<file path="src/hdl/iorcr_regs.vh">
`ifndef IORCR_REGS_VH
`define IORCR_REGS_VH
// window compare field of the 34-bit extended address
`define IORCR_WIN_HI        33
`define IORCR_WIN_LO        24
`define IORCR_WIN_W         10
`define IORCR_ADDR_W        34
// reset values of the configuration options
`define IORCR_WIN_RST       10'h000
`define IORCR_DEVID_RST     16'h00FF
// transaction type codes carried with each request
`define IORCR_TT_W          4
`define IORCR_TT_NWRITE     4'h0
`define IORCR_TT_SWRITE     4'h1
`define IORCR_TT_NWRITE_R   4'h2
`define IORCR_TT_NREAD      4'h3
`define IORCR_TT_DOORBELL   4'h4
`define IORCR_TT_ATOMIC     4'h5
`define IORCR_TT_MESSAGE    4'h6
`define IORCR_TT_PORTWRITE  4'h7
`define IORCR_TT_MAINT      4'h8
`define IORCR_TT_USER       4'hF
// destination codes
`define IORCR_DST_IO        2'h0
`define IORCR_DST_MAINT     2'h1
`define IORCR_DST_USER      2'h2
`define IORCR_DST_DROP      2'h3
`endif

</file>
<file path="src/hdl/iorcr_router.v">
`timescale 1ns/100ps
`default_nettype none
`include "iorcr_regs.vh"

module iorcr_router #(
   parameter       WIN_EN     = 1,        // window support option
   parameter       HDR_FMT    = 1,        // I/O port uses header-encoded format
   parameter       DEVID_16   = 0,        // 0: 8-bit IDs, 1: 16-bit IDs
   parameter [9:0] WIN_RST    = `IORCR_WIN_RST,
   parameter [15:0] DEVID_RST = `IORCR_DEVID_RST,
   parameter [7:0] SRC_EN     = 8'h7F,    // per type, bit = type code
   parameter [7:0] DST_EN     = 8'h7F
) (
   input  wire                     clk,
   input  wire                     arst_n,
   // request from the transport layer
   input  wire                     rx_valid,
   input  wire [`IORCR_ADDR_W-1:0] rx_addr,
   input  wire [`IORCR_TT_W-1:0]   rx_ttype,
   input  wire [15:0]              rx_dest_id,
   input  wire                     rx_raw_fmt,    // packet arrived as raw stream
   // register writes from configuration space
   input  wire                     win_base_wr,
   input  wire [`IORCR_WIN_W-1:0]  win_base_wdata,
   input  wire                     devid_wr,
   input  wire [15:0]              devid_wdata,
   // outbound request from user logic
   input  wire                     tx_valid,
   input  wire [`IORCR_TT_W-1:0]   tx_ttype,
   // routed output
   output reg                      io_valid_ff,
   output reg                      maint_valid_ff,
   output reg                      user_valid_ff,
   output reg                      out_raw_fmt_ff,
   output reg  [`IORCR_ADDR_W-1:0] out_addr_ff,
   output reg  [`IORCR_TT_W-1:0]   out_ttype_ff,
   output reg                      drop_ff,       // unsupported request dropped
   output reg                      hdr_codec_ff,  // conversion path active
   output reg                      tx_accept_ff,
   output reg                      tx_reject_ff,
   output reg                      id_match_ff,
   output reg  [`IORCR_WIN_W-1:0]  win_base_ff,
   output reg  [15:0]              devid_ff
);

   // true when the type code is enabled in the given enable vector
   function type_en;
      input [7:0]             en;
      input [`IORCR_TT_W-1:0] tt;
      begin
         type_en = (tt < 4'h8) ? en[tt[2:0]] : 1'b0;
      end
   endfunction

   reg  [1:0] nxt_dst;
   reg        nxt_hdr;
   wire       win_hit;
   wire       win_ok;
   wire       rx_sup;
   wire       id_hit;
   // decoded route strobes
   wire       to_io;
   wire       to_maint;
   wire       to_user;
   wire       to_drop;
   // outbound decode result
   wire       tx_ok_now;

   // port-write never counts as supported, whatever the enable vectors say
   assign rx_sup = type_en(DST_EN, rx_ttype) &&
                   (rx_ttype != `IORCR_TT_PORTWRITE);
   assign win_hit = (rx_addr[`IORCR_WIN_HI:`IORCR_WIN_LO] ==
                     win_base_ff);
   // window qualification; raw packets and disabled types never match
   assign win_ok = (WIN_EN != 0) && (HDR_FMT != 0) && !rx_raw_fmt &&
                   rx_sup;
   // 8-bit mode looks only at the low byte of the ID field
   assign id_hit = (DEVID_16 != 0) ? (rx_dest_id == devid_ff) :
                   (rx_dest_id[7:0] == devid_ff[7:0]);

   // route decision; window logic is skipped when support is off
   always @* begin
      nxt_dst = `IORCR_DST_IO;
      nxt_hdr = 1'b0;
      if (rx_ttype == `IORCR_TT_USER) begin
         nxt_dst = `IORCR_DST_USER;
      end else if (rx_ttype == `IORCR_TT_MAINT) begin
         nxt_dst = `IORCR_DST_MAINT;
      end else if (!rx_sup && (HDR_FMT != 0) && !rx_raw_fmt) begin
         // no decode path for a disabled type
         nxt_dst = `IORCR_DST_DROP;
      end else if (win_ok && win_hit) begin
         nxt_dst = `IORCR_DST_MAINT;
      end else begin
         // user logic must route a missed config access itself
         nxt_dst = `IORCR_DST_IO;
      end
      nxt_hdr = (HDR_FMT != 0) && !rx_raw_fmt && rx_sup &&
                (rx_ttype != `IORCR_TT_USER);
   end

   // one strobe per port; at most one is high for a given request
   assign to_io    = rx_valid && (nxt_dst == `IORCR_DST_IO);
   assign to_maint = rx_valid && (nxt_dst == `IORCR_DST_MAINT);
   assign to_user  = rx_valid && (nxt_dst == `IORCR_DST_USER);
   assign to_drop  = rx_valid && (nxt_dst == `IORCR_DST_DROP);

   // routed port pulses, one cycle after the request
   always @(posedge clk or negedge arst_n) begin
      if (!arst_n) begin
         io_valid_ff    <= 1'b0;
         maint_valid_ff <= 1'b0;
         user_valid_ff  <= 1'b0;
         drop_ff        <= 1'b0;
      end else begin
         io_valid_ff    <= to_io;
         maint_valid_ff <= to_maint;
         user_valid_ff  <= to_user;
         drop_ff        <= to_drop;
      end
   end

   // format and side flags of the routed packet
   always @(posedge clk or negedge arst_n) begin
      if (!arst_n) begin
         out_raw_fmt_ff <= 1'b0;
         hdr_codec_ff   <= 1'b0;
         id_match_ff    <= 1'b0;
      end else begin
         // user port carries raw stream, never header-encoded
         out_raw_fmt_ff <= (nxt_dst == `IORCR_DST_USER) ? 1'b1 :
                           !nxt_hdr;
         hdr_codec_ff   <= rx_valid && nxt_hdr;
         id_match_ff    <= rx_valid && id_hit;
      end
   end

   // request fields held until the next request replaces them
   always @(posedge clk or negedge arst_n) begin
      if (!arst_n) begin
         out_addr_ff  <= 34'h000000000;
         out_ttype_ff <= 4'h0;
      end else if (rx_valid) begin
         out_addr_ff  <= rx_addr;
         out_ttype_ff <= rx_ttype;
      end
   end

   // outbound decode: maintenance and user types always go out,
   // port-write never, the rest as the source enables say
   function tx_ok;
      input [7:0]             en;
      input [`IORCR_TT_W-1:0] tt;
      begin
         if (tt == `IORCR_TT_MAINT) begin
            tx_ok = 1'b1;
         end else if (tt == `IORCR_TT_USER) begin
            tx_ok = 1'b1;
         end else if (tt == `IORCR_TT_PORTWRITE) begin
            tx_ok = 1'b0;
         end else begin
            tx_ok = type_en(en, tt);
         end
      end
   endfunction

   // one decode feeds both flags, so exactly one rises per request
   assign tx_ok_now = tx_ok(SRC_EN, tx_ttype);

   // outbound accept flag
   always @(posedge clk or negedge arst_n) begin
      if (!arst_n) begin
         tx_accept_ff <= 1'b0;
      end else begin
         tx_accept_ff <= tx_valid && tx_ok_now;
      end
   end

   // outbound reject flag
   always @(posedge clk or negedge arst_n) begin
      if (!arst_n) begin
         tx_reject_ff <= 1'b0;
      end else begin
         tx_reject_ff <= tx_valid && !tx_ok_now;
      end
   end

   // window base; the option gives only the reset value
   always @(posedge clk or negedge arst_n) begin
      if (!arst_n) begin
         win_base_ff <= WIN_RST;
      end else if (win_base_wr) begin
         win_base_ff <= win_base_wdata;
      end
   end

   // base device ID; 8-bit mode keeps the upper byte clear so a
   // stale high byte can never break the low-byte compare
   always @(posedge clk or negedge arst_n) begin
      if (!arst_n) begin
         devid_ff <= DEVID_RST;
      end else if (devid_wr) begin
         devid_ff <= (DEVID_16 != 0) ? devid_wdata :
                     {8'h00, devid_wdata[7:0]};
      end
   end

endmodule // iorcr_router
`default_nettype wire

</file>
<file path="config.mk">
export PLATFORM = sky130hd
export DESIGN_NAME = iorcr_router
export DESIGN_NICKNAME = d
export VERILOG_FILES = /design/src/hdl/iorcr_router.v
export VERILOG_INCLUDE_DIRS = /design/src /design/src/hdl
export SDC_FILE = /design/constraint.sdc
export NUM_CORES = 1
export LEC_CHECK = 0
export ABC_AREA = 1
export BUFFER_PORTS_ARGS = -buffer_cell sky130_fd_sc_hd__buf_2
export CELL_PAD_IN_SITES_DETAIL_PLACEMENT = 1
export CELL_PAD_IN_SITES_GLOBAL_PLACEMENT = 1
export CORE_MARGIN = 3
export CORE_UTILIZATION = 27
export DETAILED_ROUTE_END_ITERATION = 6
export HOLD_SLACK_MARGIN = 0.12
export PLACE_DENSITY_LB_ADDON = 0.2
export SYNTH_ARGS = -nofsm -noshare
export SYNTH_HDL_FRONTEND = slang
export SYNTH_SLANG_ARGS = --single-unit
</file>
<file path="constraint.sdc">
create_clock -name clk -period 1.04 [get_ports clk]
set_clock_uncertainty 0.1 [all_clocks]
set_input_delay 0.052 -clock clk [delete_from_list [all_inputs] [get_ports clk]]
set_output_delay 0.052 -clock clk [all_outputs]
set_load 0.02 [all_outputs]
</file>
==> results.json, run 1 <==
{
  "ys.flop_type": "dfrtp_1",
  "wl_um": 10400,
  "multi_input_area_um2": 1040,
  "syn_inst": 301,
  "place.detailed.instances": 581,
  "synth_seq_area_share_pct": 58.9,
  "die-height_um": 107,
  "cts_tree": "yes",
  "drtAntennaViolNets": 0,
  "timing.final.ws_setup_ns": -0.251,
  "ios": 164,
  "violations": "hold timing, setup timing",
  "r2r_slack_ns": -0.22,
  "core_area_um2": 9860,
  "die_area_um2": 11500,
  "via_per_inst": 4.26,
  "initial_core_util_pct": 28.1,
  "fin_crit_ns": 1.29,
  "grtUsageTotal_pct": 17.6,
  "drt-initial-drc-count": 60,
  "clk_root_buffer_cell": "clkbuf_8",
  "num_vias": 2968,
  "cts_buffers": 9,
  "layout_worst_path_cycle_share_pct": 124,
  "routabilityCongestion": 0.709,
  "wire_per_inst_um": 15.0,
  "fmax_mhz": 775,
  "arrival_ns": 1.42,
  "firstDrtPassIters": 4,
  "synth_edf_count": 0,
  "finalMaxSlewViolations": 0,
  "htree_levels": 3,
  "synth.top_cell.area_share_pct": 51.4,
  "synth_seq_cells": 65,
  "startpoint_type": "input pin",
  "n_antenna_cell": 0,
  "syn_area_um2": 2780,
  "die_w_um": 107,
  "first_global_vias": 3213,
  "grt_busiest_layer": "met2",
  "critPathMaxFanout": 3,
  "peakVddDrop_mv": 0.573,
  "fill_cells": 1112,
  "grt_setup_unrepaired": "true",
  "holdWs_ns": -0.0163,
  "hold_violations": 2,
  "hold_path.class": "in -> reg",
  "finish.utilization_pct": 54.7,
  "grtUsageMet3_pct": 5.16,
  "status": "finished with violations",
  "p_leak_nw": 2.80,
  "synth_area_per_cell_um2": 9.22,
  "worstSetupPathType": "in -> reg",
  "power_density_nw_per_um2": 1360,
  "nNetsFinal": 649,
  "post-route-drc-count": 0,
  "cts.sink_count": 65,
  "antenna_found_initial": 0,
  "synth_top_area_cell": "dfrtp_1",
  "clockBufferDepth": 2,
  "clkLatencyLatePin_ns": 0.34,
  "worstPathRequired_ns": 1.17,
  "yosysWarnings": 0,
  "netlist_top_cells_count": "nand2_1, dfrtp_1, inv_1",
  "synthArstFlopShare_pct": 100,
  "syn_to_final_growth_pct": 94.3,
  "yosysMostFrequentCell": "nand2_1",
  "grt_overflow": 0,
  "cp-end-kind": "register",
  "drv_cap": 0,
  "clkTransAtPathRegs_ns": 0.08,
  "yosys-top-cells-area": "dfrtp_1, nand2_1, dfstp_2",
  "grt_max_degree": 66,
  "gr-usage-met1_pct": 19.8,
  "final-setup-viol-count": 24,
  "use_met2_pct": 32.5,
  "row_count": 36,
  "port_buffers": 139,
  "dp_hpwl_um": 5870,
  "finalPower_w": 0.00736,
  "grt_pass1_wl_um": 15900,
  "synth_cell_types": 27,
  "layoutNonFillerInstCount": 696,
  "ff_latch_area_um2": 1650,
  "drive_gt1_share_pct": 43.5
}
## per-layer routing
layer,wire [um],vias up
met2,5630,95
li1,-,1424
met5,0,-
met1,4140,1437
met4,107,0
met3,554,12
## stage by stage
stage | TNS, ns | setup slack [ns] | hold WS [ns] | instance area (um2)
after floorplan | -0.500 | -0.154 | -0.344 | 2820
after global placement | -0.561 | -0.170 | 0.00322 | 3730
after detailed placement | -0.830 | -0.236 | 0.00863 | 3730
after CTS | -3.26 | -0.212 | -0.0370 | 5120
after global routing | -5.58 | -0.317 | -0.0142 | 5390
final | -3.24 | -0.251 | -0.0163 | 5390
## layout make-up
cell class	instances	area share, %
timing repair buffer	258	41.8
sequential	65	30.6
multi-input combinational	206	19.4
tap	133	3.09
clock buffer	13	2.76
inverter	18	1.25
clock inverter	3	1.21
## cells in the final DEF (no fill, tap or decap)
cell and n:
buf_4 33, buf_6 78, nor2_1 12, dfrtp_2 10
a21oi_2 1, xnor2_1 3, mux2_4 4, clkbuf_1 3
mux2_2 7, dfstp_2 8, o21ai_0 13, nand3_1 5
o32ai_2 1, clkbuf_8 10, nand2_1 133, nor2_2 2
inv_2 5, inv_1 13, dfrtp_1 47, buf_12 2
nand3b_2 1, buf_2 73, and3_1 1, o22ai_1 2
clkinv_2 1, xnor2_2 6, bufinv_16 2, a21oi_1 2
conb_1 8, xor2_1 1, nand3_2 1, dlygate4sd3_1 72
a22o_1 1, and2_1 1, nand4_1 1
## where the power goes
group	leakage, nW	internal, W	total [W]	switching (W)
Clock	0.108	0.00142	0.00239	0.000975
Combinational	1.92	0.00111	0.00202	0.000905
Sequential	0.772	0.00277	0.00295	0.000178
## worst paths after layout
path | startpoint | end | cells after the start
worst max register to register | devid_ff[3] | id_match_ff | 5
min in group asynchronous | arst_n | out_addr_ff[21] | 3
max in group asynchronous | arst_n | win_base_ff[0] | 3
worst min-delay path | win_base_wr | win_base_ff[7] | 3
worst min register to register | out_addr_ff[9] | out_addr_ff[9] | 2
worst max-delay path | rx_ttype[1] | io_valid_ff | 8
## repair_timing
action	CTS	global route
endpoints found under the hold margin	129	26
hold buffers	71	4
endpoints found under the setup margin	61	77
setup buffers	11	17
pin swaps	4	6
gates cloned	0	0
gates resized for setup	120	40
## flip-flops by register name (all words and copies together), names as in the netlist, 4 cells and up
| register | cells |
|---|---|
| devid_ff | 8 |
| out_addr_ff | 34 |
| out_ttype_ff | 4 |
| win_base_ff | 10 |
## logic make-up after synthesis
group	Yosys count	share of synthesized area, %
AO/OA/AOI/OAI	20	4.10
XOR/XNOR	10	3.15
multiplexers	11	4.46
flip-flops	65	58.9
buffers and inverters	37	6.89
AND/OR/NAND/NOR	157	22.3
other	1	0.135
## critical path: stages
cell and delay [ns]:
buf_2 0.09, dlygate4sd3_1 0.60, nand3_2 0.12, a21oi_2 0.17, nand2_1 0.07, nand2_1 0.09, nor2_1 0.05, and3_1 0.17
Note: power is estimated with default switching activity, not from simulation.
==> run 2: changes to the inputs <==
--- a/config.mk
+++ b/config.mk
@@ -13,6 +13,6 @@
 export CORE_MARGIN = 3
-export CORE_UTILIZATION = 27
+export CORE_UTILIZATION = 30
 export DETAILED_ROUTE_END_ITERATION = 6
 export HOLD_SLACK_MARGIN = 0.12
-export PLACE_DENSITY_LB_ADDON = 0.2
+export PLACE_DENSITY_LB_ADDON = 0.1
 export SYNTH_ARGS = -nofsm -noshare
==> constraint.sdc (replaced) <==
create_clock -name clk -period 1.2 [get_ports clk]
set_clock_uncertainty 0.1 [all_clocks]
set_input_delay 0.06 -clock clk [delete_from_list [all_inputs] [get_ports clk]]
set_output_delay 0.06 -clock clk [all_outputs]
set_load 0.005 [all_outputs]
==> results.json, run 2 (synthesis gave the netlist of run 1 again) <==
{
  "postCtsHoldBufs": 78,
  "clkTransAtPathRegs_ns": 0.07,
  "largest_register": "out_addr_ff",
  "clockBufferDepth": 2,
  "die_area_um2": 10400,
  "initial_core_util_pct": 31.4,
  "startpoint_type": "register",
  "ios": 164,
  "place_ws_ns": -0.0481,
  "grt_max_degree": 40,
  "drt-initial-drc-count": 55,
  "layout_commonest_cell": "buf_2",
  "critPathSlowestCell": "dfrtp_1",
  "timing.final.ws_setup_ns": -0.0431,
  "final_cell_mix": "buf_2, nand2_1, dlygate4sd3_1, dfrtp_1, clkbuf_8",
  "wire_per_inst_um": 14.4,
  "clk_root_buffer_cell": "clkbuf_8",
  "rr_endpoint": "io_valid_ff",
  "drtAntennaViolNets": 0,
  "p_leak_nw": 2.52,
  "holdWs_ns": -0.0000276,
  "grt_overflow": 0,
  "max_stage_delay_ns": 0.39,
  "antenna_found_initial": 0,
  "worstPathRequired_ns": 1.32,
  "grt_setup_unrepaired": "true",
  "reg_top3": "out_addr_ff x34, win_base_ff x10, devid_ff x8",
  "power_density_nw_per_um2": 1190,
  "htree_levels": 3,
  "hp-start": "rx_ttype[2]",
  "ff2ff_path_depth": 5,
  "cts_buffers": 9,
  "finalPower_w": 0.00562,
  "wl_um": 9330,
  "num_vias": 2814,
  "clkLatencyLatePin_ns": 0.33,
  "syn_to_final_growth_pct": 69.7,
  "post-route-drc-count": 0,
  "arrival_ns": 1.36,
  "final-setup-viol-count": 4,
  "cts.sink_count": 65,
  "placed_area_um2": 3660,
  "hold_depth": 3,
  "row_count": 34,
  "routabilityCongestion": 0.747,
  "r2r_slack_ns": -0.04,
  "r2r-start": "win_base_ff[2]",
  "nNetsFinal": 625,
  "dp_hpwl_um": 5900,
  "core_area_um2": 8850,
  "min_to": "user_valid_ff",
  "drive_gt1_share_pct": 38.1,
  "status": "finished with violations",
  "port_buffers": 139,
  "cts_tree": "yes",
  "worstSetupPathType": "reg -> reg",
  "via_per_inst": 4.36,
  "cp-end-kind": "register",
  "hold_path.class": "in -> reg",
  "fin_area_um2": 4710,
  "firstDrtPassIters": 4,
  "first_global_vias": 3041,
  "finalSetupTns_ns": -0.132,
  "hold_violations": 1,
  "n_antenna_cell": 0,
  "grtUsageTotal_pct": 18.2,
  "fin_crit_ns": 1.24,
  "drv_cap": 0,
  "critPathMaxFanout": 2,
  "peakVddDrop_mv": 0.480,
  "fmax_mhz": 804,
  "violations": "hold timing, setup timing",
  "finalMaxSlewViolations": 0,
  "largest_reg_flops": 34,
  "layout_worst_path_cycle_share_pct": 104,
  "die-height_um": 102,
  "grt_pass1_wl_um": 14700,
  "die_w_um": 102,
  "crit_chain": "xnor2_1, nand2_1, nor2_1, nand3_2, and3_1"
}
[run 2: how the worst max path moves through the flow]
stage,slack [ns],depth (start not counted),start,to
after floorplan,0.07,5,win_base_ff[1],io_valid_ff
after detailed placement,-0.05,7,win_base_ff[7],io_valid_ff
after CTS,-0.04,7,win_base_ff[8],drop_ff
after global placement,-0.04,7,win_base_ff[7],io_valid_ff
final,-0.04,5,win_base_ff[2],io_valid_ff
after global routing,-0.18,7,win_base_ff[2],drop_ff
[run 2: metrics by stage]
| step | instances | util [%] |
|---|---|---|
| 6_report | 646 | 53.2 |
| 5_1_grt | 646 | 53.2 |
| 4_1_cts | 644 | 52.7 |
| 3_5_place_dp | 550 | 41.4 |
| 3_3_place_gp | 550 | 41.4 |
| 2_1_floorplan | 308 | - |
[run 2: what timing repair did]
| item | in CTS | in global routing |
|---|---|---|
| endpoints found under the setup margin | 3 | 17 |
| resized for setup | 1 | 14 |
| pin swaps | 7 | 3 |
| gates cloned | 0 | 0 |
| buffers inserted | 1 | 2 |
| hold endpoints to repair | 130 | 1 |
[run 2: where the power goes]
group	switching (W)	internal, W	total (W)
logic	0.000489	0.000618	0.00111
clock network	0.000829	0.00117	0.00200
registers	0.000110	0.00240	0.00251
[run 2: per-layer routing]
layer	global-route usage, %	routed length [um]	vias to the layer above
li1	-	-	1384
met1	20.3	3770	1332
met2	34.0	4980	88
met3	3.96	487	10
met4	6.16	98	0
met5	0	0	-
[run 2: worst max-delay path: cells and delay by family, from the launching register on]
kind / cells / cell delay [ns]
simple gates: 4 / 0.47
flops: 1 / 0.39
xor+xnor: 1 / 0.17
[run 2: cell type report]
cell class,count,area [um2]
flip-flops and latches,65,1640
repair buffers,234,1670
clock inverters,2,35.0
multi-input cells,206,985
inverters,18,70.1
clock buffers,13,179
fillers,1065,4140
well taps,108,135
==> run 3: changes to the inputs <==
- CELL_PAD_IN_SITES_DETAIL_PLACEMENT: 1 -> default
- CELL_PAD_IN_SITES_GLOBAL_PLACEMENT: 1 -> default
- CORE_UTILIZATION: 30 -> 40
- PLACE_DENSITY: default -> 0.75
- PLACE_DENSITY_LB_ADDON: 0.1 -> default
- REMOVE_ABC_BUFFERS: default -> 1
==> results.json, run 3 (synthesis gave the netlist of run 1 again) <==
{
  "status": "finished with violations",
  "violations": "setup timing",
  "hold_path.class": "in -> reg",
  "cts.sink_count": 65,
  "clockBufferDepth": 2,
  "n_antenna_cell": 0,
  "routabilityCongestion": 0.757,
  "hold_violations": 0,
  "die_area_um2": 7980,
  "layout_commonest_cell": "buf_2",
  "grt_overflow": 0,
  "syn_to_final_growth_pct": 64.4,
  "die_w_um": 89.3,
  "dp_hpwl_um": 4800,
  "cts_buffers": 9,
  "peakVddDrop_mv": 0.803,
  "fill_cells": 503,
  "row_count": 29,
  "drtAntennaViolNets": 0,
  "r2r_slack_ns": -0.06,
  "first_global_vias": 2929,
  "postCtsSetupBuffers": 0,
  "largest_reg_flops": 34,
  "worstSetupPathType": "in -> reg",
  "firstDrtPassIters": 4,
  "p_leak_nw": 2.47,
  "layout_worst_path_cycle_share_pct": 108,
  "worstPathRequired_ns": 1.36,
  "wire_per_inst_um": 13.9,
  "core_area_um2": 6530,
  "arrival_ns": 1.46,
  "grt_pass1_wl_um": 12800,
  "fin_crit_ns": 1.29,
  "die-height_um": 89.3,
  "clkLatencyLatePin_ns": 0.32,
  "startpoint_type": "input pin",
  "grt_setup_unrepaired": "true",
  "timing.final.ws_setup_ns": -0.0949,
  "placed_area_um2": 3590,
  "htree_levels": 3,
  "final_cell_mix": "buf_2, nand2_1, dlygate4sd3_1, dfrtp_1, inv_1",
  "power_density_nw_per_um2": 1180,
  "fin_area_um2": 4570,
  "antenna_found_initial": 0,
  "drt-initial-drc-count": 80,
  "wl_um": 8470,
  "clk_root_buffer_cell": "clkbuf_8",
  "fmax_mhz": 772,
  "grt_max_degree": 66,
  "drive_gt1_share_pct": 37.0,
  "finalPower_w": 0.00538,
  "multi_input_area_um2": 992,
  "cp-end-kind": "register",
  "largest_register": "out_addr_ff",
  "via_per_inst": 4.57,
  "finalSetupTns_ns": -0.240,
  "nNetsFinal": 619,
  "drv_cap": 0,
  "ff_latch_area_um2": 1640,
  "final-setup-viol-count": 3,
  "reg_top3": "out_addr_ff x34, win_base_ff x10, devid_ff x8",
  "port_buffers": 139,
  "place_ws_ns": -0.0692,
  "ios": 164,
  "critPathMaxFanout": 3,
  "finalMaxSlewViolations": 0,
  "grtUsageTotal_pct": 21.2,
  "num_vias": 2790,
  "clkTransAtPathRegs_ns": 0.07,
  "initial_core_util_pct": 42.5,
  "post-route-drc-count": 0,
  "cts_tree": "yes"
}
run 3: changes by cell type in the layout (fill, tap and decap cells not counted), sizes merged:
cell,change
buf,-5
dlygate4sd3,-2
clkinv,+1
dlymetal6s4s,+1
run 3: layer usage:
layer	up-vias	GRT usage, %	part of all wire, %
li1	1371	-	-
met1	1293	24.3	41
met2	111	37.4	51
met3	15	5.25	6.5
met4	0	8.80	1.7
met5	-	0	0
run 3: area by class of cell:
| type | instances | share of cell area [%] |
|---|---|---|
| flip-flops and latches | 65 | 35.8 |
| well taps | 77 | 2.11 |
| repair buffers | 228 | 34.7 |
| multi-input cells | 206 | 21.7 |
| clock buffers | 13 | 3.26 |
| inverters | 18 | 1.48 |
| clock inverters | 3 | 0.877 |
run 3: path summary, 6_finish.rpt:
path,to,from,cells after the start
worst max-delay path,maint_valid_ff,rx_raw_fmt,7
worst min-delay path,user_valid_ff,rx_ttype[0],3
worst max register to register,maint_valid_ff,win_base_ff[9],6
worst min register to register,out_addr_ff[29],out_addr_ff[29],2
max in group asynchronous,devid_ff[5],arst_n,3
min in group asynchronous,out_ttype_ff[3],arst_n,3
run 3: what timing repair did:
action                                 CTS  global route
endpoints found under the hold margin  129             8
resized for setup                        3             6
hold buffers                            74             4
setup endpoints to repair                3            15
pin swaps                                7             2
run 3: stage by stage:
| step | hold WS, ns | util, % | cells |
|---|---|---|---|
| 6_report | 0.00897 | 69.9 | 610 |
| 5_1_grt | 0.00386 | 69.9 | 610 |
| 4_1_cts | -0.0397 | 69.3 | 607 |
| 3_5_place_dp | 0.00393 | 54.9 | 517 |
| 3_3_place_gp | -0.0000807 | 54.9 | 517 |
| 2_1_floorplan | -0.336 | - | 289 |
run 3: worst max-delay path, stage by stage:
cell	delay [ns]
buf_2	0.09
dlygate4sd3_1	0.57
nand3b_2	0.25
nor2_2	0.15
nand3_2	0.11
nand2_2	0.10
and2_1	0.13
run 3: power by group:
group / switching [W] / leakage, nW / internal, W
clock: 0.000793 / 0.0974 / 0.00101
combinational: 0.000480 / 1.59 / 0.000585
sequential: 0.000110 / 0.783 / 0.00240
